**src/logic/tmrpsc_map.vh**
```
`ifndef TMRPSC_MAP_VH
`define TMRPSC_MAP_VH

// ----------
// register indices (byte address is four times the index)
// ----------
`define TMRPSC_IDX_SPECIAL_FUNCTION 6'h2c
`define TMRPSC_IDX_TIMER1_CONTROL 6'h30
`define TMRPSC_IDX_TIMER0_COUNT 6'h32
`define TMRPSC_IDX_TIMER0_CONTROL 6'h33
`define TMRPSC_IDX_FLAG 6'h38
`define TMRPSC_IDX_MASK 6'h39

// ----------
// field positions
// ----------
`define TMRPSC_SF_TIMER0_PRESCALER_CLEAR_BIT 0
`define TMRPSC_SF_TIMER1_PRESCALER_CLEAR_BIT 1
`define TMRPSC_SF_FORCE_BIT 2
`define TMRPSC_T1_CLEAR_ON_MATCH_BIT 7
`define TMRPSC_T1_PWM_BIT 6
`define TMRPSC_T1_COM_HI 5
`define TMRPSC_T1_COM_LO 4
`define TMRPSC_T1_CS_HI 3
`define TMRPSC_FLAG_T0_OVF_BIT 0

// ----------
// reset values
// ----------
`define TMRPSC_RST_TIMER0_CONTROL 3'h0
`define TMRPSC_RST_TIMER1_CONTROL 8'h00
`define TMRPSC_RST_COUNT 8'h00
`define TMRPSC_RST_MASK 1'h0

// ----------
// timing: fast timebase is clk, core timebase is clk divided by 16
// ----------
`define TMRPSC_CLK_MHZ 40
`define TMRPSC_FAST_MULT 16
`define TMRPSC_CORE_DIV_LAST 4'hf
`define TMRPSC_PSC_BITS 10

// ----------
// bus answers
// ----------
`define TMRPSC_RESP_OKAY 2'h0
`define TMRPSC_RESP_SLVERR 2'h2

`endif

```
**src/logic/tmrpsc_prescaler.v**
```verilog
`timescale 1ns/100ps

// 10-bit prescaler: counts enable pulses, gives one-cycle taps
module tmrpsc_prescaler (
    // clock and reset
    input wire clk,
    input wire rstn,
    // control
    input wire step,        // advance one count
    input wire clear,       // synchronous prescaler reset
    // taps: tap[k] is step divided by 2**k
    output wire [10:0] tap
);

    reg [9:0] count; // prescaler state

    // ----------
    // counter
    // ----------
    // clear beats step so software gets a predictable phase
    always @(posedge clk) begin
        if (!rstn) begin
            count <= 10'h000;
        end else if (clear) begin
            count <= 10'h000;
        end else if (step) begin
            count <= count + 10'h001;
        end
    end

    // ----------
    // taps: fire when all lower bits are one and a step arrives
    // ----------
    assign tap[0] = step & ~clear;
    genvar k;
    generate
        for (k = 1; k <= 10; k = k + 1) begin : g_tap
            assign tap[k] = step & ~clear & (&count[k-1:0]);
        end
    endgenerate

endmodule // tmrpsc_prescaler

```
**src/logic/tmrpsc_top.v**
```verilog
// Behaviour
// - fast timebase is sixteen times core timebase
// - timer1 prescaler offers sixteen clock selections
// - prescaler-one clear bit resets, self-clears, reads zero
// - prescaler-zero clear bit resets, self-clears, reads zero
// - force applies compare action, no interrupt/clear
// - force reads zero, ignored in pwm mode
// - special register upper five bits read zero
// - count input sampled on clock before edges
// - timer0 three-bit source select decode
// - timer0 control upper bits zero, select resets
// - count input counts even when pin outputs
// - timer0 writable counter resumes on next tick
// - two independent ten-bit prescalers
// - overflow flag gated by mask bit
// - compare action encoding off/toggle/clear/set
//
// Our own choice: the AXI4-Lite interface to the registers.
`timescale 1ns/100ps
`include "tmrpsc_map.vh"

module tmrpsc_top (
    // clock and reset (clk is the fast peripheral timebase)
    input wire clk,
    input wire rstn,
    // axi4-lite write address
    input wire [7:0] s_axi_awaddr,
    input wire [2:0] s_axi_awprot,
    input wire s_axi_awvalid,
    output wire s_axi_awready,
    // axi4-lite write data
    input wire [31:0] s_axi_wdata,
    input wire [3:0] s_axi_wstrb,
    input wire s_axi_wvalid,
    output wire s_axi_wready,
    // axi4-lite write response
    output reg [1:0] s_axi_bresp,
    output reg s_axi_bvalid,
    input wire s_axi_bready,
    // axi4-lite read address
    input wire [7:0] s_axi_araddr,
    input wire [2:0] s_axi_arprot,
    input wire s_axi_arvalid,
    output wire s_axi_arready,
    // axi4-lite read data
    output reg [31:0] s_axi_rdata,
    output reg [1:0] s_axi_rresp,
    output reg s_axi_rvalid,
    input wire s_axi_rready,
    // external count input pin (asynchronous)
    input wire count_input_pin,
    // timer1 datapath side
    input wire timer1_compare_match,   // one-cycle match pulse
    output reg timer1_count_tick,      // selected timer1 clock enable
    output reg compare_output_pin,     // compare output level
    // interrupt
    output wire irq
);

    // ----------
    // registers and state
    // ----------
    reg [3:0] core_div;          // divides clk down to core timebase
    reg core_tick;               // one-cycle core timebase enable
    reg [2:0] fast_div;          // fast-side part of timer1 prescaler
    reg [2:0] timer0_source;     // timer0_source_bit2..0
    reg [7:0] timer1_control;    // clear_on_match, pwm, compare action, select
    reg [7:0] timer0_count_value; // timer0 counter
    reg ovf_flag;                // sticky timer0 overflow
    reg ovf_mask;                // overflow interrupt enable
    reg pin_meta;                // first synchroniser stage
    reg pin_sync;                // second synchroniser stage
    reg pin_prev;                // previous synchronised level
    reg timer0_prescaler_clear;  // one-cycle pulse
    reg timer1_prescaler_clear;  // one-cycle pulse
    reg force_compare_output;    // one-cycle pulse
    reg timer0_tick;             // selected timer0 clock enable

    wire [10:0] tap0;            // timer0 prescaler taps
    wire [10:0] tap1;            // timer1 prescaler taps

    // ----------
    // bus slave state
    // ----------
    reg aw_held;                 // write address captured
    reg w_held;                  // write data captured
    reg [7:0] aw_addr;
    reg [31:0] w_data;
    reg [3:0] w_strb;

    wire [5:0] wr_index;
    wire [5:0] rd_index;
    wire do_write;
    wire do_read;
    wire wr_lane0;

    assign s_axi_awready = ~aw_held & ~s_axi_bvalid;
    assign s_axi_wready = ~w_held & ~s_axi_bvalid;
    assign s_axi_arready = ~s_axi_rvalid;
    assign do_write = aw_held & w_held & ~s_axi_bvalid;
    assign do_read = s_axi_arvalid & ~s_axi_rvalid;
    assign wr_index = aw_addr[7:2];
    assign rd_index = s_axi_araddr[7:2];
    assign wr_lane0 = do_write & w_strb[0];

    // ----------
    // write channel capture, in either order
    // ----------
    always @(posedge clk) begin
        if (!rstn) begin
            aw_held <= 1'b0;
            w_held <= 1'b0;
            aw_addr <= 8'h00;
            w_data <= 32'h00000000;
            w_strb <= 4'h0;
        end else begin
            if (s_axi_awvalid && s_axi_awready) begin
                aw_held <= 1'b1;
                aw_addr <= s_axi_awaddr;
            end else if (do_write) begin
                aw_held <= 1'b0;
            end
            if (s_axi_wvalid && s_axi_wready) begin
                w_held <= 1'b1;
                w_data <= s_axi_wdata;
                w_strb <= s_axi_wstrb;
            end else if (do_write) begin
                w_held <= 1'b0;
            end
        end
    end

    // ----------
    // write response; unmapped index answers slverr
    // ----------
    always @(posedge clk) begin
        if (!rstn) begin
            s_axi_bvalid <= 1'b0;
            s_axi_bresp <= `TMRPSC_RESP_OKAY;
        end else if (do_write) begin
            s_axi_bvalid <= 1'b1;
            case (wr_index)
                `TMRPSC_IDX_SPECIAL_FUNCTION,
                `TMRPSC_IDX_TIMER1_CONTROL,
                `TMRPSC_IDX_TIMER0_COUNT,
                `TMRPSC_IDX_TIMER0_CONTROL,
                `TMRPSC_IDX_FLAG,
                `TMRPSC_IDX_MASK: s_axi_bresp <= `TMRPSC_RESP_OKAY;
                default: s_axi_bresp <= `TMRPSC_RESP_SLVERR;
            endcase
        end else if (s_axi_bready) begin
            s_axi_bvalid <= 1'b0;
        end
    end

    // ----------
    // control registers
    // ----------
    always @(posedge clk) begin
        if (!rstn) begin
            timer0_source <= `TMRPSC_RST_TIMER0_CONTROL;
            timer1_control <= `TMRPSC_RST_TIMER1_CONTROL;
            ovf_mask <= `TMRPSC_RST_MASK;
        end else if (wr_lane0) begin
            case (wr_index)
                `TMRPSC_IDX_TIMER0_CONTROL: timer0_source <= w_data[2:0];
                `TMRPSC_IDX_TIMER1_CONTROL: timer1_control <= w_data[7:0];
                `TMRPSC_IDX_MASK: ovf_mask <= w_data[`TMRPSC_FLAG_T0_OVF_BIT];
                default: ;
            endcase
        end
    end

    // ----------
    // self-clearing strobes: only a written one acts
    // ----------
    always @(posedge clk) begin
        if (!rstn) begin
            timer0_prescaler_clear <= 1'b0;
            timer1_prescaler_clear <= 1'b0;
            force_compare_output <= 1'b0;
        end else begin
            // the bit lives one cycle, so hardware has cleared it after use
            timer0_prescaler_clear <= wr_lane0 &&
                (wr_index == `TMRPSC_IDX_SPECIAL_FUNCTION) &&
                w_data[`TMRPSC_SF_TIMER0_PRESCALER_CLEAR_BIT];
            timer1_prescaler_clear <= wr_lane0 &&
                (wr_index == `TMRPSC_IDX_SPECIAL_FUNCTION) &&
                w_data[`TMRPSC_SF_TIMER1_PRESCALER_CLEAR_BIT];
            force_compare_output <= wr_lane0 &&
                (wr_index == `TMRPSC_IDX_SPECIAL_FUNCTION) &&
                w_data[`TMRPSC_SF_FORCE_BIT];
        end
    end

    // ------------------------------------------------------------
    // core timebase: clk is the 16x fast timebase, so any trim of
    // the source clock scales both rates together
    // ------------------------------------------------------------
    always @(posedge clk) begin
        if (!rstn) begin
            core_div <= 4'h0;
            core_tick <= 1'b0;
        end else begin
            core_div <= core_div + 4'h1;
            core_tick <= (core_div == `TMRPSC_CORE_DIV_LAST);
        end
    end

    // ------------------------------------------------------------
    // fast part of timer1 prescaler, cleared with the slow part
    // ------------------------------------------------------------
    always @(posedge clk) begin
        if (!rstn) begin
            fast_div <= 3'h0;
        end else if (timer1_prescaler_clear) begin
            fast_div <= 3'h0;
        end else begin
            fast_div <= fast_div + 3'h1;
        end
    end

    // ------------------------------------------------------------
    // two independent prescalers on the core timebase
    // ------------------------------------------------------------
    tmrpsc_prescaler u_psc0 (
        .clk(clk),
        .rstn(rstn),
        .step(core_tick),
        .clear(timer0_prescaler_clear),
        .tap(tap0)
    );

    tmrpsc_prescaler u_psc1 (
        .clk(clk),
        .rstn(rstn),
        .step(core_tick),
        .clear(timer1_prescaler_clear),
        .tap(tap1)
    );

    // ------------------------------------------------------------
    // count input synchroniser and edge detect
    // ------------------------------------------------------------
    // read regardless of pin direction, so software can drive counts
    always @(posedge clk) begin
        if (!rstn) begin
            pin_meta <= 1'b0;
            pin_sync <= 1'b0;
            pin_prev <= 1'b0;
        end else begin
            pin_meta <= count_input_pin;
            pin_sync <= pin_meta;
            pin_prev <= pin_sync;
        end
    end

    // ----------
    // timer0 source select
    // ----------
    // edges shorter than a clock period are lost; the source must space them
    always @* begin
        case (timer0_source)
            3'h0: timer0_tick = 1'b0;
            3'h1: timer0_tick = tap0[0];
            3'h2: timer0_tick = tap0[3];
            3'h3: timer0_tick = tap0[6];
            3'h4: timer0_tick = tap0[8];
            3'h5: timer0_tick = tap0[10];
            3'h6: timer0_tick = pin_prev & ~pin_sync;
            3'h7: timer0_tick = ~pin_prev & pin_sync;
            default: timer0_tick = 1'b0;
        endcase
    end

    // ----------
    // timer1 source select
    // ----------
    always @* begin
        case (timer1_control[`TMRPSC_T1_CS_HI:0])
            4'h0: timer1_count_tick = 1'b0;
            4'h1: timer1_count_tick = 1'b1;
            4'h2: timer1_count_tick = fast_div[0];
            4'h3: timer1_count_tick = &fast_div[1:0];
            4'h4: timer1_count_tick = &fast_div[2:0];
            4'h5: timer1_count_tick = tap1[0];
            4'h6: timer1_count_tick = tap1[1];
            4'h7: timer1_count_tick = tap1[2];
            4'h8: timer1_count_tick = tap1[3];
            4'h9: timer1_count_tick = tap1[4];
            4'ha: timer1_count_tick = tap1[5];
            4'hb: timer1_count_tick = tap1[6];
            4'hc: timer1_count_tick = tap1[7];
            4'hd: timer1_count_tick = tap1[8];
            4'he: timer1_count_tick = tap1[9];
            4'hf: timer1_count_tick = tap1[10];
            default: timer1_count_tick = 1'b0;
        endcase
    end

    // ------------------------------------------------------------
    // timer0 counter; a write wins over a tick in the same cycle
    // ------------------------------------------------------------
    always @(posedge clk) begin
        if (!rstn) begin
            timer0_count_value <= `TMRPSC_RST_COUNT;
        end else if (wr_lane0 && (wr_index == `TMRPSC_IDX_TIMER0_COUNT)) begin
            timer0_count_value <= w_data[7:0];
        end else if (timer0_tick) begin
            timer0_count_value <= timer0_count_value + 8'h01;
        end
    end

    // ------------------------------------------------------------
    // overflow flag: set on wrap, cleared by read or write-one;
    // set wins over either clear
    // ------------------------------------------------------------
    wire ovf_set;
    wire ovf_clr;
    assign ovf_set = timer0_tick & (timer0_count_value == 8'hff) &
        ~(wr_lane0 && (wr_index == `TMRPSC_IDX_TIMER0_COUNT));
    assign ovf_clr = (do_read && (rd_index == `TMRPSC_IDX_FLAG)) ||
        (wr_lane0 && (wr_index == `TMRPSC_IDX_FLAG) &&
         w_data[`TMRPSC_FLAG_T0_OVF_BIT]);

    always @(posedge clk) begin
        if (!rstn) begin
            ovf_flag <= 1'b0;
        end else if (ovf_set) begin
            ovf_flag <= 1'b1;
        end else if (ovf_clr) begin
            ovf_flag <= 1'b0;
        end
    end

    assign irq = ovf_flag & ovf_mask;

    // ------------------------------------------------------------
    // compare output pin: real match or forced, same action table
    // ------------------------------------------------------------
    // force raises no flag and touches no counter; only the pin moves
    wire compare_event;
    assign compare_event = ~timer1_control[`TMRPSC_T1_PWM_BIT] &
        (timer1_compare_match | force_compare_output);

    always @(posedge clk) begin
        if (!rstn) begin
            compare_output_pin <= 1'b0;
        end else if (compare_event) begin
            case (timer1_control[`TMRPSC_T1_COM_HI:`TMRPSC_T1_COM_LO])
                2'h0: compare_output_pin <= compare_output_pin;
                2'h1: compare_output_pin <= ~compare_output_pin;
                2'h2: compare_output_pin <= 1'b0;
                2'h3: compare_output_pin <= 1'b1;
                default: compare_output_pin <= compare_output_pin;
            endcase
        end
    end

    // ------------------------------------------------------------
    // read channel: one cycle latency, unmapped answers slverr
    // ------------------------------------------------------------
    always @(posedge clk) begin
        if (!rstn) begin
            s_axi_rvalid <= 1'b0;
            s_axi_rdata <= 32'h00000000;
            s_axi_rresp <= `TMRPSC_RESP_OKAY;
        end else if (do_read) begin
            s_axi_rvalid <= 1'b1;
            s_axi_rresp <= `TMRPSC_RESP_OKAY;
            case (rd_index)
                // strobes and reserved bits always read zero
                `TMRPSC_IDX_SPECIAL_FUNCTION: s_axi_rdata <= 32'h00000000;
                `TMRPSC_IDX_TIMER1_CONTROL: s_axi_rdata <= {24'h000000, timer1_control};
                `TMRPSC_IDX_TIMER0_COUNT: s_axi_rdata <= {24'h000000, timer0_count_value};
                `TMRPSC_IDX_TIMER0_CONTROL: s_axi_rdata <= {29'h00000000, timer0_source};
                `TMRPSC_IDX_FLAG: s_axi_rdata <= {31'h00000000, ovf_flag};
                `TMRPSC_IDX_MASK: s_axi_rdata <= {31'h00000000, ovf_mask};
                default: begin
                    s_axi_rdata <= 32'h00000000;
                    s_axi_rresp <= `TMRPSC_RESP_SLVERR;
                end
            endcase
        end else if (s_axi_rready) begin
            s_axi_rvalid <= 1'b0;
        end
    end

endmodule // tmrpsc_top

```
**config.mk**
```make
export PLATFORM = sky130hd
export DESIGN_NAME = tmrpsc_top
export DESIGN_NICKNAME = d
export VERILOG_FILES = /design/src/logic/tmrpsc_prescaler.v /design/src/logic/tmrpsc_top.v
export VERILOG_INCLUDE_DIRS = /design/src /design/src/logic
export SDC_FILE = /design/constraint.sdc
export NUM_CORES = 1
export LEC_CHECK = 0
export BUFFER_PORTS_ARGS = -buffer_cell sky130_fd_sc_hd__buf_2
export CAP_MARGIN = 10
export CORE_MARGIN = 2
export CORE_UTILIZATION = 40
export CTS_CLUSTER_DIAMETER = 200
export DETAILED_ROUTE_END_ITERATION = 16
export GPL_TIMING_DRIVEN = 1
export PLACE_DENSITY = 0.63
export REMOVE_ABC_BUFFERS = 1
export SYNTH_ARGS = -nofsm -noshare
export SYNTH_HDL_FRONTEND = slang
export SYNTH_SLANG_ARGS = --single-unit
export TNS_END_PERCENT = 1
```
**constraint.sdc**
```tcl
create_clock -name clk -period 2.1 [get_ports clk]
set_input_delay 0.315 -clock clk [delete_from_list [all_inputs] [get_ports clk]]
set_output_delay 0.315 -clock clk [all_outputs]
set_load 0.05 [all_outputs]
```
## Word-level counts from Yosys, hierarchy flattened

Cells that the tools add are included.

| storage, ports and cells | value |
|---|---|
| flip-flop bits (word level) | 113 |
| word-level logic and storage cells | 173 |
| input bits | 67 |
| output and inout bits | 44 |

| cells by class | value |
|---|---|
| bitwise gates (word level) | 42 |
| reductions and logical operators | 43 |
| mux-type cells | 17 |
| $add $sub $neg | 5 |
| eq/ne operators | 39 |

Operators with widths:

| cell | count |
|---|---|
| 6-bit equality test (second input constant) | 12 |
| 8-bit one-hot mux with 5 select lines | 1 |
| 4-bit equality test (second input constant) | 9 |
| 1-bit AND | 28 |
| 10-bit by 1-bit adder with 10-bit output (second input constant) | 2 |
| 10-bit AND reduction | 2 |
| 4-bit by 3-bit equality test with 1-bit output (second input constant) | 4 |
| 8-bit two-way mux | 2 |
| 1-bit one-hot mux with 16 select lines | 1 |
| 8-bit AND reduction | 2 |
| 1-bit inverter | 13 |
| 3-bit equality test (second input constant) | 4 |
| 2-bit AND reduction | 6 |
| 6-bit AND reduction | 2 |
| 2-bit nonzero test | 6 |
| 6-bit OR reduction | 2 |
| 1-bit logical AND | 10 |
| 1-bit two-way mux | 9 |
| 3-bit AND reduction | 3 |
| 9-bit AND reduction | 1 |
| 8-bit by 1-bit adder with 8-bit output (second input constant) | 1 |
| 4-bit by 2-bit equality test with 1-bit output (second input constant) | 2 |
| 8-bit equality test (second input constant) | 1 |
| 1-bit one-hot mux with 8 select lines | 1 |
| 18 further kinds | 22 |

## Depth between registers and ports, before layout

Gate-level depths: netlist of the first run.

| logic depth | value |
|---|---|
| depth after elaboration | 8 |
| gate-level depth with buffers | 9 |
| depth with buffers taken out | 9 |

## Modules after synthesis

Synthesis of the first run repeated with hierarchy kept, for this count alone.

| unflattened totals | value |
|---|---|
| cell total of the unflattened synthesis | 472 |
| area total of the unflattened synthesis | 4320.4 um^2 |

By module, submodules not included:

| module | cells each | sequential area each (um^2) | area an instance (um^2) | times used |
|---|---|---|---|---|
| tmrpsc_top | 346 | 1301.2 | 3199.3 | 1 |
| tmrpsc_prescaler | 63 | 200.2 | 560.5 | 2 |

## Worst setup path after synthesis of the first run

Ideal clock, no wire load.

| timing path | value |
|---|---|
| path type | reg-to-output |
| start | register timer1_control[0] |
| end | output timer1_count_tick |
| path slack | -0.217 ns |
| stages on the path, launching flop included | 6 |
| required time | 1.785 ns |
| data arrival time | 2.002 ns |
| buffers on the path | 1 |
| path through | dfxtp_1 -> clkbuf_1 -> mux2i_1 -> o22ai_1 -> a21oi_1 -> o21ai_0 |

| on the way | value |
|---|---|
| longest elaborated chain between the ends | 2 |
| elaborated cells on any way between the ends | 17 |
| classes of those cells | 15 x eq/ne; 1 x mux; 1 x reduce/logical |

RTL lines:

| element | line | text |
|---|---|---|
| start: declaration | tmrpsc_top.v:67 | `reg [7:0] timer1_control;` |
| start signal: assignment | tmrpsc_top.v:162 | `` timer1_control <= `TMRPSC_RST_TIMER1_CONTROL; `` |
| start signal: assignment | tmrpsc_top.v:167 | `` `TMRPSC_IDX_TIMER1_CONTROL: timer1_control <= w_data[7:0]; `` |
| 4-bit equality test (tied with other cells) | tmrpsc_top.v:280 | `` case (timer1_control[`TMRPSC_T1_CS_HI:0]) `` |
| 1-bit one-hot mux with 16 select lines (*) | tmrpsc_top.v:280 |  |
| end: declaration | tmrpsc_top.v:54 | `output reg timer1_count_tick,` |

Mark *: on every way between the ends. The rest lies on a longest branch, timed or not.

## Worst setup path after layout of the first run

| timing path | value |
|---|---|
| start | register u_psc1.count[1] |
| end | output timer1_count_tick |

| on the way | value |
|---|---|
| longest elaborated chain between the ends | 3 |
| elaborated cells on any way between the ends | 19 |
| classes of those cells | 1 x mux; 9 x bitwise; 9 x reduce/logical |

RTL lines:

| element | line | text |
|---|---|---|
| start: declaration | tmrpsc_prescaler.v:15 | `reg [9:0] count;` |
| start signal: assignment | tmrpsc_prescaler.v:27 | `count <= count + 10'h001;` |
| 10-bit AND reduction (tied with other cells) | tmrpsc_prescaler.v:38 | `assign tap[k] = step & ~clear & (&count[k-1:0]);` |
| 1-bit AND | tmrpsc_prescaler.v:38 |  |
| 1-bit one-hot mux with 16 select lines (*) | tmrpsc_top.v:280 |  |

Marks and branches as above.

==> results of run 1 <==
worst max-delay path by stage:
stage	from	end	slack, ns	cells after the start
after detailed placement	u_psc1.count[0]	timer1_count_tick	0.004	10
final	u_psc1.count[1]	timer1_count_tick	-0.15	9
after global placement	u_psc1.count[0]	timer1_count_tick	0.04	10
after floorplan	core_tick	timer1_count_tick	-0.56	6
after global routing	u_psc1.count[1]	timer1_count_tick	-0.27	10
after CTS	u_psc1.count[1]	timer1_count_tick	-0.16	10
cell type report:
| class | count | area (sq um) | share of cell area |
|---|---|---|---|
| multi-input cells | 366 | 2200 | 0.472 |
| flip-flops and latches | 85 | 1700 | 0.365 |
| repair buffers | 64 | 373 | 0.0799 |
| clock buffers | 15 | 166 | 0.0356 |
| well taps | 133 | 166 | 0.0356 |
| inverters | 14 | 52.6 | 0.0113 |
| clock inverters | 1 | 5.00 | 0.00107 |
timing repair:
item                                    in CTS  in global routing
endpoints found under the setup margin       1                  4
buffers inserted                             2                  0
gates cloned                                 0                  0
hold endpoints to repair                     0                  0
gates resized for setup                     19                  3
pin swaps                                    5                  3
worst max-delay path, cell delays in order (launching register included):
cell	delay [ns]
sky130_fd_sc_hd__dfxtp_2	0.34
sky130_fd_sc_hd__ha_4	0.17
sky130_fd_sc_hd__buf_4	0.13
sky130_fd_sc_hd__ha_2	0.16
sky130_fd_sc_hd__mux2i_1	0.13
sky130_fd_sc_hd__nor2_1	0.05
sky130_fd_sc_hd__a311o_1	0.28
sky130_fd_sc_hd__nand4_1	0.10
sky130_fd_sc_hd__o21ai_2	0.07
sky130_fd_sc_hd__buf_6	0.15
cell families (layout without fill, tap and decap cells):
family,Yosys count,in the layout,share of synthesized area
AO/OA/AOI/OAI,86,86,0.129
XOR/XNOR,20,20,0.0431
adder cells (fa/ha/maj),10,10,0.0308
buffers and inverters,59,94,0.0800
flip-flops,85,85,0.419
multiplexers,24,24,0.0600
other,1,26,0.000923
AND/OR/NAND/NOR,200,200,0.237
power groups by stage:
stage | registers, mW | clock network (mW) | logic, mW
after floorplan | 1.73 | 0 | 0.236
after global placement | 1.73 | 0 | 0.332
after detailed placement | 1.73 | 0 | 0.338
after CTS | 1.69 | 1.08 | 0.338
after global routing | 1.70 | 1.14 | 0.369
final | 1.69 | 1.05 | 0.337
per-layer routing:
layer | vias up | track usage
met1 | 1542 | 0.215
li1 | 1724 | -
met2 | 92 | 0.258
met3 | 11 | 0.0430
met5 | - | 0
met4 | 0 | 0.0676
state kept, by name, summed over array words and instances (netlist names), 4 cells and up:
| signal | count |
|---|---|
| aw_addr | 6 |
| core_div | 4 |
| s_axi_rdata | 8 |
| timer0_count_value | 8 |
| timer1_control | 8 |
| u_psc0.count | 10 |
| u_psc1.count | 10 |
| w_data | 8 |
Yosys cell counts, types with 2 or more instances:
cell type	instances	area share
sky130_fd_sc_hd__mux2_2	3	0.0083
sky130_fd_sc_hd__o21ai_1	2	0.0025
sky130_fd_sc_hd__or3_1	3	0.0046
sky130_fd_sc_hd__nor3b_1	5	0.0092
sky130_fd_sc_hd__a21oi_1	37	0.046
sky130_fd_sc_hd__xnor2_1	11	0.024
sky130_fd_sc_hd__clkbuf_1	15	0.014
sky130_fd_sc_hd__nand2_1	56	0.052
sky130_fd_sc_hd__nor2_1	69	0.064
sky130_fd_sc_hd__mux2i_1	21	0.052
sky130_fd_sc_hd__nand4_1	9	0.014
sky130_fd_sc_hd__buf_4	27	0.050
sky130_fd_sc_hd__nand2b_1	4	0.0062
sky130_fd_sc_hd__a211oi_1	3	0.0055
sky130_fd_sc_hd__and4b_1	2	0.0049
sky130_fd_sc_hd__and2_1	8	0.012
sky130_fd_sc_hd__dfxtp_1	85	0.42
sky130_fd_sc_hd__a22oi_1	3	0.0055
sky130_fd_sc_hd__nand3b_1	3	0.0055
sky130_fd_sc_hd__buf_2	2	0.0025
sky130_fd_sc_hd__o21bai_1	2	0.0037
sky130_fd_sc_hd__a2bb2oi_1	2	0.0043
sky130_fd_sc_hd__o21ai_0	22	0.027
sky130_fd_sc_hd__nor3_1	4	0.0049
sky130_fd_sc_hd__nor2b_1	4	0.0062
sky130_fd_sc_hd__a31oi_1	5	0.0077
sky130_fd_sc_hd__inv_1	14	0.013
sky130_fd_sc_hd__ha_1	10	0.031
sky130_fd_sc_hd__and3_1	2	0.0031
sky130_fd_sc_hd__nand3_1	23	0.028
sky130_fd_sc_hd__xor2_1	9	0.019
through the flow:
stage / util / cells / cell area, sq um / hold slack (ns)
2_1_floorplan: - / 465 / 3880 / 0.412
3_3_place_gp: 0.448 / 660 / 4400 / 0.425
3_5_place_dp: 0.448 / 660 / 4400 / 0.422
4_1_cts: 0.474 / 678 / 4660 / 0.122
5_1_grt: 0.476 / 678 / 4670 / 0.133
6_report: 0.476 / 678 / 4670 / 0.139
==> impl.org, run 1 <==
** Place
- Final RePlAce weighted congestion :: 0.869
- Number of I/O port buffers :: 47
- Worst setup slack after placement :: 0.00446 ns
- Post-detailed-placement half-perimeter wirelength :: 6270 um

** Power
- Internal power summed over all cells :: 2.23 mW
- Final total power :: 3.08 mW
- Leakage component of the power :: 1.82 nW
- Summed over all nets, the switching power comes to 0.851 mW.
- Power spread over the standard cell area amounts to 660 nW/um^2.
- Combinational Power Share :: 0.109
- The share of total power dissipated in the clock network is 0.342.
- Of the total power, the share spent switching nets is 0.276.
- Across the VDD grid, the largest voltage drop is 0.325 mV.
- The share of total power dissipated in sequential elements is 0.548.

** STA
- Slew at the pin closest to its max-slew limit :: 0.498 ns
- Headroom to the max-slew limit came out at 0.667.
- Static timing analysis puts the maximum clock frequency at 0.445 GHz.
- The number of hold violations in the final report is 0.
- Counting I/O delays and the setup requirement, the final critical path takes 2.25 ns.
- Tcrit/Tclk final :: 1.07
- Setup violations remaining at the end of the flow were counted as 1.
- Summed negative setup slack over all endpoints :: -0.149 ns
- The total count of max-transition violations in the final report came to 0.
- Maximum clock skew at final layout :: 0.00755 ns
- Across all setup checks in the final design, the least slack found is -0.149 ns.
- Setup repair after global routing could not meet its margin everywhere.

** Worst setup path
- Setup crit end kind :: primary output
- For the worst setup path, the data required time is 1.78 ns.
- Crit path arrival time :: 1.93 ns
- In this run the worst path has a maximum fanout of 2.
- The number of cells on the worst reg-to-reg path is 8.
- The startpoint identified for the worst register-to-register timing path is u_psc0.count[0].
- Setup slack on the worst reg-to-reg path comes out at 0.18 ns.
- In this run the critical register-to-register path is captured at timer0_count_value[2].
- Kind of critical path :: reg2out
- The worst setup path is launched from a flip-flop.

** Hold path
- Endpoint with the worst hold slack :: s_axi_rvalid
- Type of the most critical hold path :: in2reg
- Hold path depth :: 2
- In this run the most critical hold path is launched from s_axi_rready.

** Yosys
- Sequential-to-total area share from yosys stat :: 0.419
- Number of flops mapped to enable cells by yosys :: 0
- Number of register bits inferred by synthesis :: 85
- Yosys printed 0 warnings.
- Counting flops with an async set or reset pin after synthesis yields a share of 0.
- Synth Area per Inst :: 8.38 sq um
- After synthesis the cells add up to 4060 sq um.
- The cell count after synthesis came out at 485.
- Yosys cell types :: 51
- The most used flip-flop cell after synthesis is sky130_fd_sc_hd__dfxtp_1.

** Final layout
- Compared with the post-synthesis result, the final layout area differs by 14.9%.
- After filler insertion, the fill cell instance count of the layout stands at 986.
- Commonest cells after routing, fill and taps aside :: sky130_fd_sc_hd__dfxtp_1 (83), sky130_fd_sc_hd__nor2_1 (68), sky130_fd_sc_hd__nand2_1 (56)
- Commonest non-fill, non-tap cell in the layout :: sky130_fd_sc_hd__dfxtp_1
- At the end of the flow, the number of nets in the layout was 617.
- Fraction of layout instances using a drive strength above 1 :: 0.183
- Antenna Cells :: 0

** CTS
- In this run the number of H-tree levels came out at 3.
- Buffers inserted to repair hold after CTS numbered 0.
- Source-to-sink clock delay at the later pin of the worst-skew pair :: 0.36 ns
- Clk pin slew, worst setup/hold paths :: 0.08 ns
- TritonCTS built the clock tree.
- CTS Sinks :: 85
- Clock Tree Root :: sky130_fd_sc_hd__clkbuf_8
- Bufs on Longest Clock Path :: 2
- Total CTS buffers :: 9

** GRT
- Number of global-route vias before repair :: 3,258
- Across every metal layer, demand over resource in global routing totals 0.165.
- The total overflow left after global routing is 0.
- Entering global routing, the biggest net connects 37 pins.
- Initial antenna violation count :: 0
- The first global-routing pass estimated 14,800 um of wire.

** Run status
- The flow ran to the end, but the final reports show violations.
- Violations in the final reports :: negative setup slack

** Route
- In this run, the number of DRC markers left after iteration 0 of detailed routing was 158.
- The highest metal layer carrying signal wires in the routed design is met4.
- Met3 wire len :: 414 um
- Dividing the detail-routed via count by the number of cells gives 4.97.
- Total detailed-routing wirelength :: 8630 um
- In the final routing, the length of wire on met1 measures 4200 um.
- Post-route antenna net violation count :: 0
- Number of vias in the routed layout :: 3,369
- Final routed DRC violation total :: 0
- In the final routed layout, each cell accounts on average for 12.7 um.
- Routed met2 length :: 3880 um
- For this run, the detailed router's first-pass iteration total came to 4.

** Run
- Across the run, the number of max-cap violations was 0.

** Die
- Die X :: 105 um
- The initialized floorplan defines 36 standard-cell rows.
- The die covers 11,000 sq um.
- 111 I/O pins were placed.
- Core area :: 9820 sq um
- For this configuration, the core starts out at a cell density of 0.414.
- The die is 105 um tall.
(Power assumes the default switching activity.)
==> inputs of run 2 (changes only) <==
Settings changed: CORE_ASPECT_RATIO from default to 0.75, TNS_END_PERCENT 1 to default.
==> run 2 against run 1 <==
  * Design area is 3.0% higher
  * Combinational power about the same
  * Flip-flop and latch count is the same
  * Hold slack gained 0.021 ns
  * Largest cell class unchanged
  * Global-route usage up 0.97 points
  * The run still ends with negative setup slack left
  * Clock-buffer cell count down 4
  * Clock power up 50%
  * Largest power group unchanged
  * Critical path type unchanged
==> impl.org, run 2 (synthesis results as in run 1) <==
** Run status
- Run status :: complete, but fails checks
- Violations in the final reports :: negative setup slack

** Die
- The effective utilization at floorplan is 0.416 (+0.00191).
- Rows :: 31 (-14%)
- Core area :: 9770 sq um (-0.46%)
- The count of pins on the block boundary was 111 (unchanged).
- DIE HEIGHT :: 91.3 um (-13%)
- The die area is 11,000 sq um (about the same).
- The die span in x was 120 um (+15%).

** CTS
- TritonCTS built the clock tree.
- The clock network latency to the later pin of the worst-skew pair was 0.34 ns (-0.02 ns).
- The clock edge transition at the registers on the reported setup and hold paths came to 0.06 ns (-0.02 ns).
- The hold-fix buffer count after cts was 0 (unchanged).
- The TritonCTS buffer count is 9 (unchanged).
- Clock Tree Root :: sky130_fd_sc_hd__clkbuf_16
- The number of buffers between clock root and the deepest sink was 2 (unchanged).
- The clock net sink count came to 85 (unchanged).
- The maximum level of the CTS H-tree is 3 (unchanged).

** Hold path
- The tightest min-delay check is of the in2reg type.

** GRT
- Initial antenna violation count :: 0 (unchanged)
- The via count of the first global-routing pass is 2,982 (-8.5%).
- Overall track demand over capacity in global routing :: 0.174 (+0.00967)
- The wire length of the first global-routing pass came to 15,000 um (+1.9%).
- Pin count of the biggest net entering global routing :: 37 (unchanged)
- The leftover overflow at the end of global routing is 0 (unchanged).

** Route
- Routed met2 length :: 3940 um (+1.7%)
- The met3 wirelength from detailed routing came to 605 um (+46%).
- The via total after detailed routing is 3,398 (+0.86%).
- The remaining number of nets flagged by the antenna check after routing was 0 (unchanged).
- Post-detailed-route via-to-cell ratio :: 5.02 (+1.0%)
- The met1 layer wirelength in the final routing was 4600 um (+9.6%).
- Top Metal Used :: met4
- Initial drt markers :: 161 (+1.9%)
- Total detailed-routing wirelength :: 9230 um (+6.9%)
- First-pass iteration count of the detailed router :: 4 (unchanged)
- Routed WL per cell :: 13.6 um (+7.1%)
- Final routed DRC violation total :: 0 (unchanged)

** STA
- Final worst path period need :: 2.24 ns (-0.00825 ns)
- The setup TNS came to -0.140 ns (+0.00825 ns).
- Final setup violation count :: 1 (unchanged)
- The tightest slew margin relative to the limit is 0.663 (-0.00426).
- Max frequency :: 0.446 GHz (+0.37%)
- The actual slew at the worst max-slew pin is 0.506 ns (+0.00799 ns).
- Maximum clock skew at final layout :: 0.00706 ns (-0.000494 ns)
- The period utilization was 1.07 (-0.00393).
- The setup slack after layout is -0.140 ns (+0.00825 ns).
- The number of hold violations in the final report is 0 (unchanged).
- Unrepaired setup endpoints after global routing :: yes
- The total count of max-transition violations in the final report came to 0 (unchanged).

** Final layout
- The library cell used most frequently in the layout, excluding fill and tap cells, is sky130_fd_sc_hd__dfxtp_1.
- Fraction of layout instances using a drive strength above 1 :: 0.191 (+0.00734)
- Number of nets in the layout :: 617 (unchanged)
- Largest registers :: u_psc0.count (10), u_psc1.count (10)
- Antenna Cells :: 0 (unchanged)
- Filler Cell Count :: 960 (-2.6%)
- Leaving out fill and tap cells, the most frequent cells in the layout are sky130_fd_sc_hd__dfxtp_1 (82), sky130_fd_sc_hd__nor2_1 (68), sky130_fd_sc_hd__nand2_1 (55).
- Area grow syn2layout :: 18.4%

** Worst setup path
- Startpoint kind of the worst setup timing path :: flip-flop
- The worst setup path is captured at a primary output.
- Crit path arrival time :: 1.93 ns (about the same)
- The critical-path maximum fanout was 2 (unchanged).
- The worst endpoint required time came to 1.78 ns (about the same).
- By startpoint and endpoint, the worst setup path is classified as reg2out.

** Place
- The worst setup slack before clock tree synthesis came to -0.0165 ns (-0.0210 ns).
- Post-detailed-placement half-perimeter wirelength :: 6560 um (+4.7%)
- The quantity of I/O buffers inserted on ports is 47 (unchanged).
- Final RePlAce weighted congestion :: 0.878 (+1.1%)

** Power
- The maximum resistive drop on vdd is 0.463 mV (+42%).
- Power density over the cells :: 747 nW/um^2 (+13%)
- The static leakage is 1.87 nW (+3.1%).

** Run
- The max-capacitance violation count came to 0 (unchanged).
==> run 2: worst max-delay path: stages, from the launching register on <==
cell and delay (ns):
sky130_fd_sc_hd__dfxtp_2 0.33, sky130_fd_sc_hd__ha_4 0.17, sky130_fd_sc_hd__nand3_4 0.08, sky130_fd_sc_hd__inv_2 0.05
sky130_fd_sc_hd__ha_4 0.15, sky130_fd_sc_hd__mux2i_1 0.14, sky130_fd_sc_hd__nor2_1 0.07, sky130_fd_sc_hd__a311o_1 0.27
sky130_fd_sc_hd__nand4_1 0.10, sky130_fd_sc_hd__o21ai_2 0.07, sky130_fd_sc_hd__buf_6 0.15
==> run 2: metrics by stage <==
stage | hold slack [ns] | util | instances | power [mW] | cell area [sq um]
6_report | 0.160 | 0.492 | 677 | 3.60 | 4810
5_1_grt | 0.158 | 0.492 | 677 | 3.75 | 4810
4_1_cts | 0.148 | 0.489 | 674 | 3.63 | 4780
3_5_place_dp | 0.423 | 0.448 | 657 | 2.06 | 4380
3_3_place_gp | 0.421 | 0.448 | 657 | 2.06 | 4380
2_1_floorplan | 0.412 | - | 465 | 1.97 | 3880
==> run 2: where the power goes <==
| part | internal, mW | switching (mW) | total (mW) |
|---|---|---|---|
| logic | 0.0818 | 0.254 | 0.335 |
| clock network | 0.945 | 0.621 | 1.57 |
| registers | 1.65 | 0.0410 | 1.69 |
==> run 2: per-layer routing <==
| layer | vias to the layer above | track usage |
|---|---|---|
| met2 | 86 | 0.255 |
| li1 | 1720 | - |
| met5 | - | 0 |
| met4 | 0 | 0.0407 |
| met1 | 1584 | 0.246 |
| met3 | 8 | 0.0597 |
==> run 2: cell type report <==
| class | instances | area, sq um | share of cell area |
|---|---|---|---|
| flip-flops and latches | 85 | 1710 | 0.354 |
| clock inverters | 5 | 50.0 | 0.0104 |
| repair buffers | 64 | 373 | 0.0775 |
| inverters | 14 | 52.6 | 0.0109 |
| multi-input cells | 366 | 2220 | 0.462 |
| well taps | 132 | 165 | 0.0343 |
| clock buffers | 11 | 243 | 0.0505 |
==> run 2: what timing repair did <==
action / in CTS / in global routing
setup buffers: 1 / 3
pin swaps: 6 / 5
gates cloned: 0 / 0
gates resized for setup: 23 / 2
endpoints found under the setup margin: 1 / 2
==> run 2: path summary, 6_finish.rpt <==
path | cells after the start | start | end | slack [ns]
max | 10 | u_psc1.count[0] | timer1_count_tick | -0.14
min reg2reg | 1 | pin_meta | pin_sync | 0.44
min | 2 | s_axi_rready | s_axi_rvalid | 0.16
max reg2reg | 9 | u_psc0.count[0] | timer0_count_value[3] | 0.16
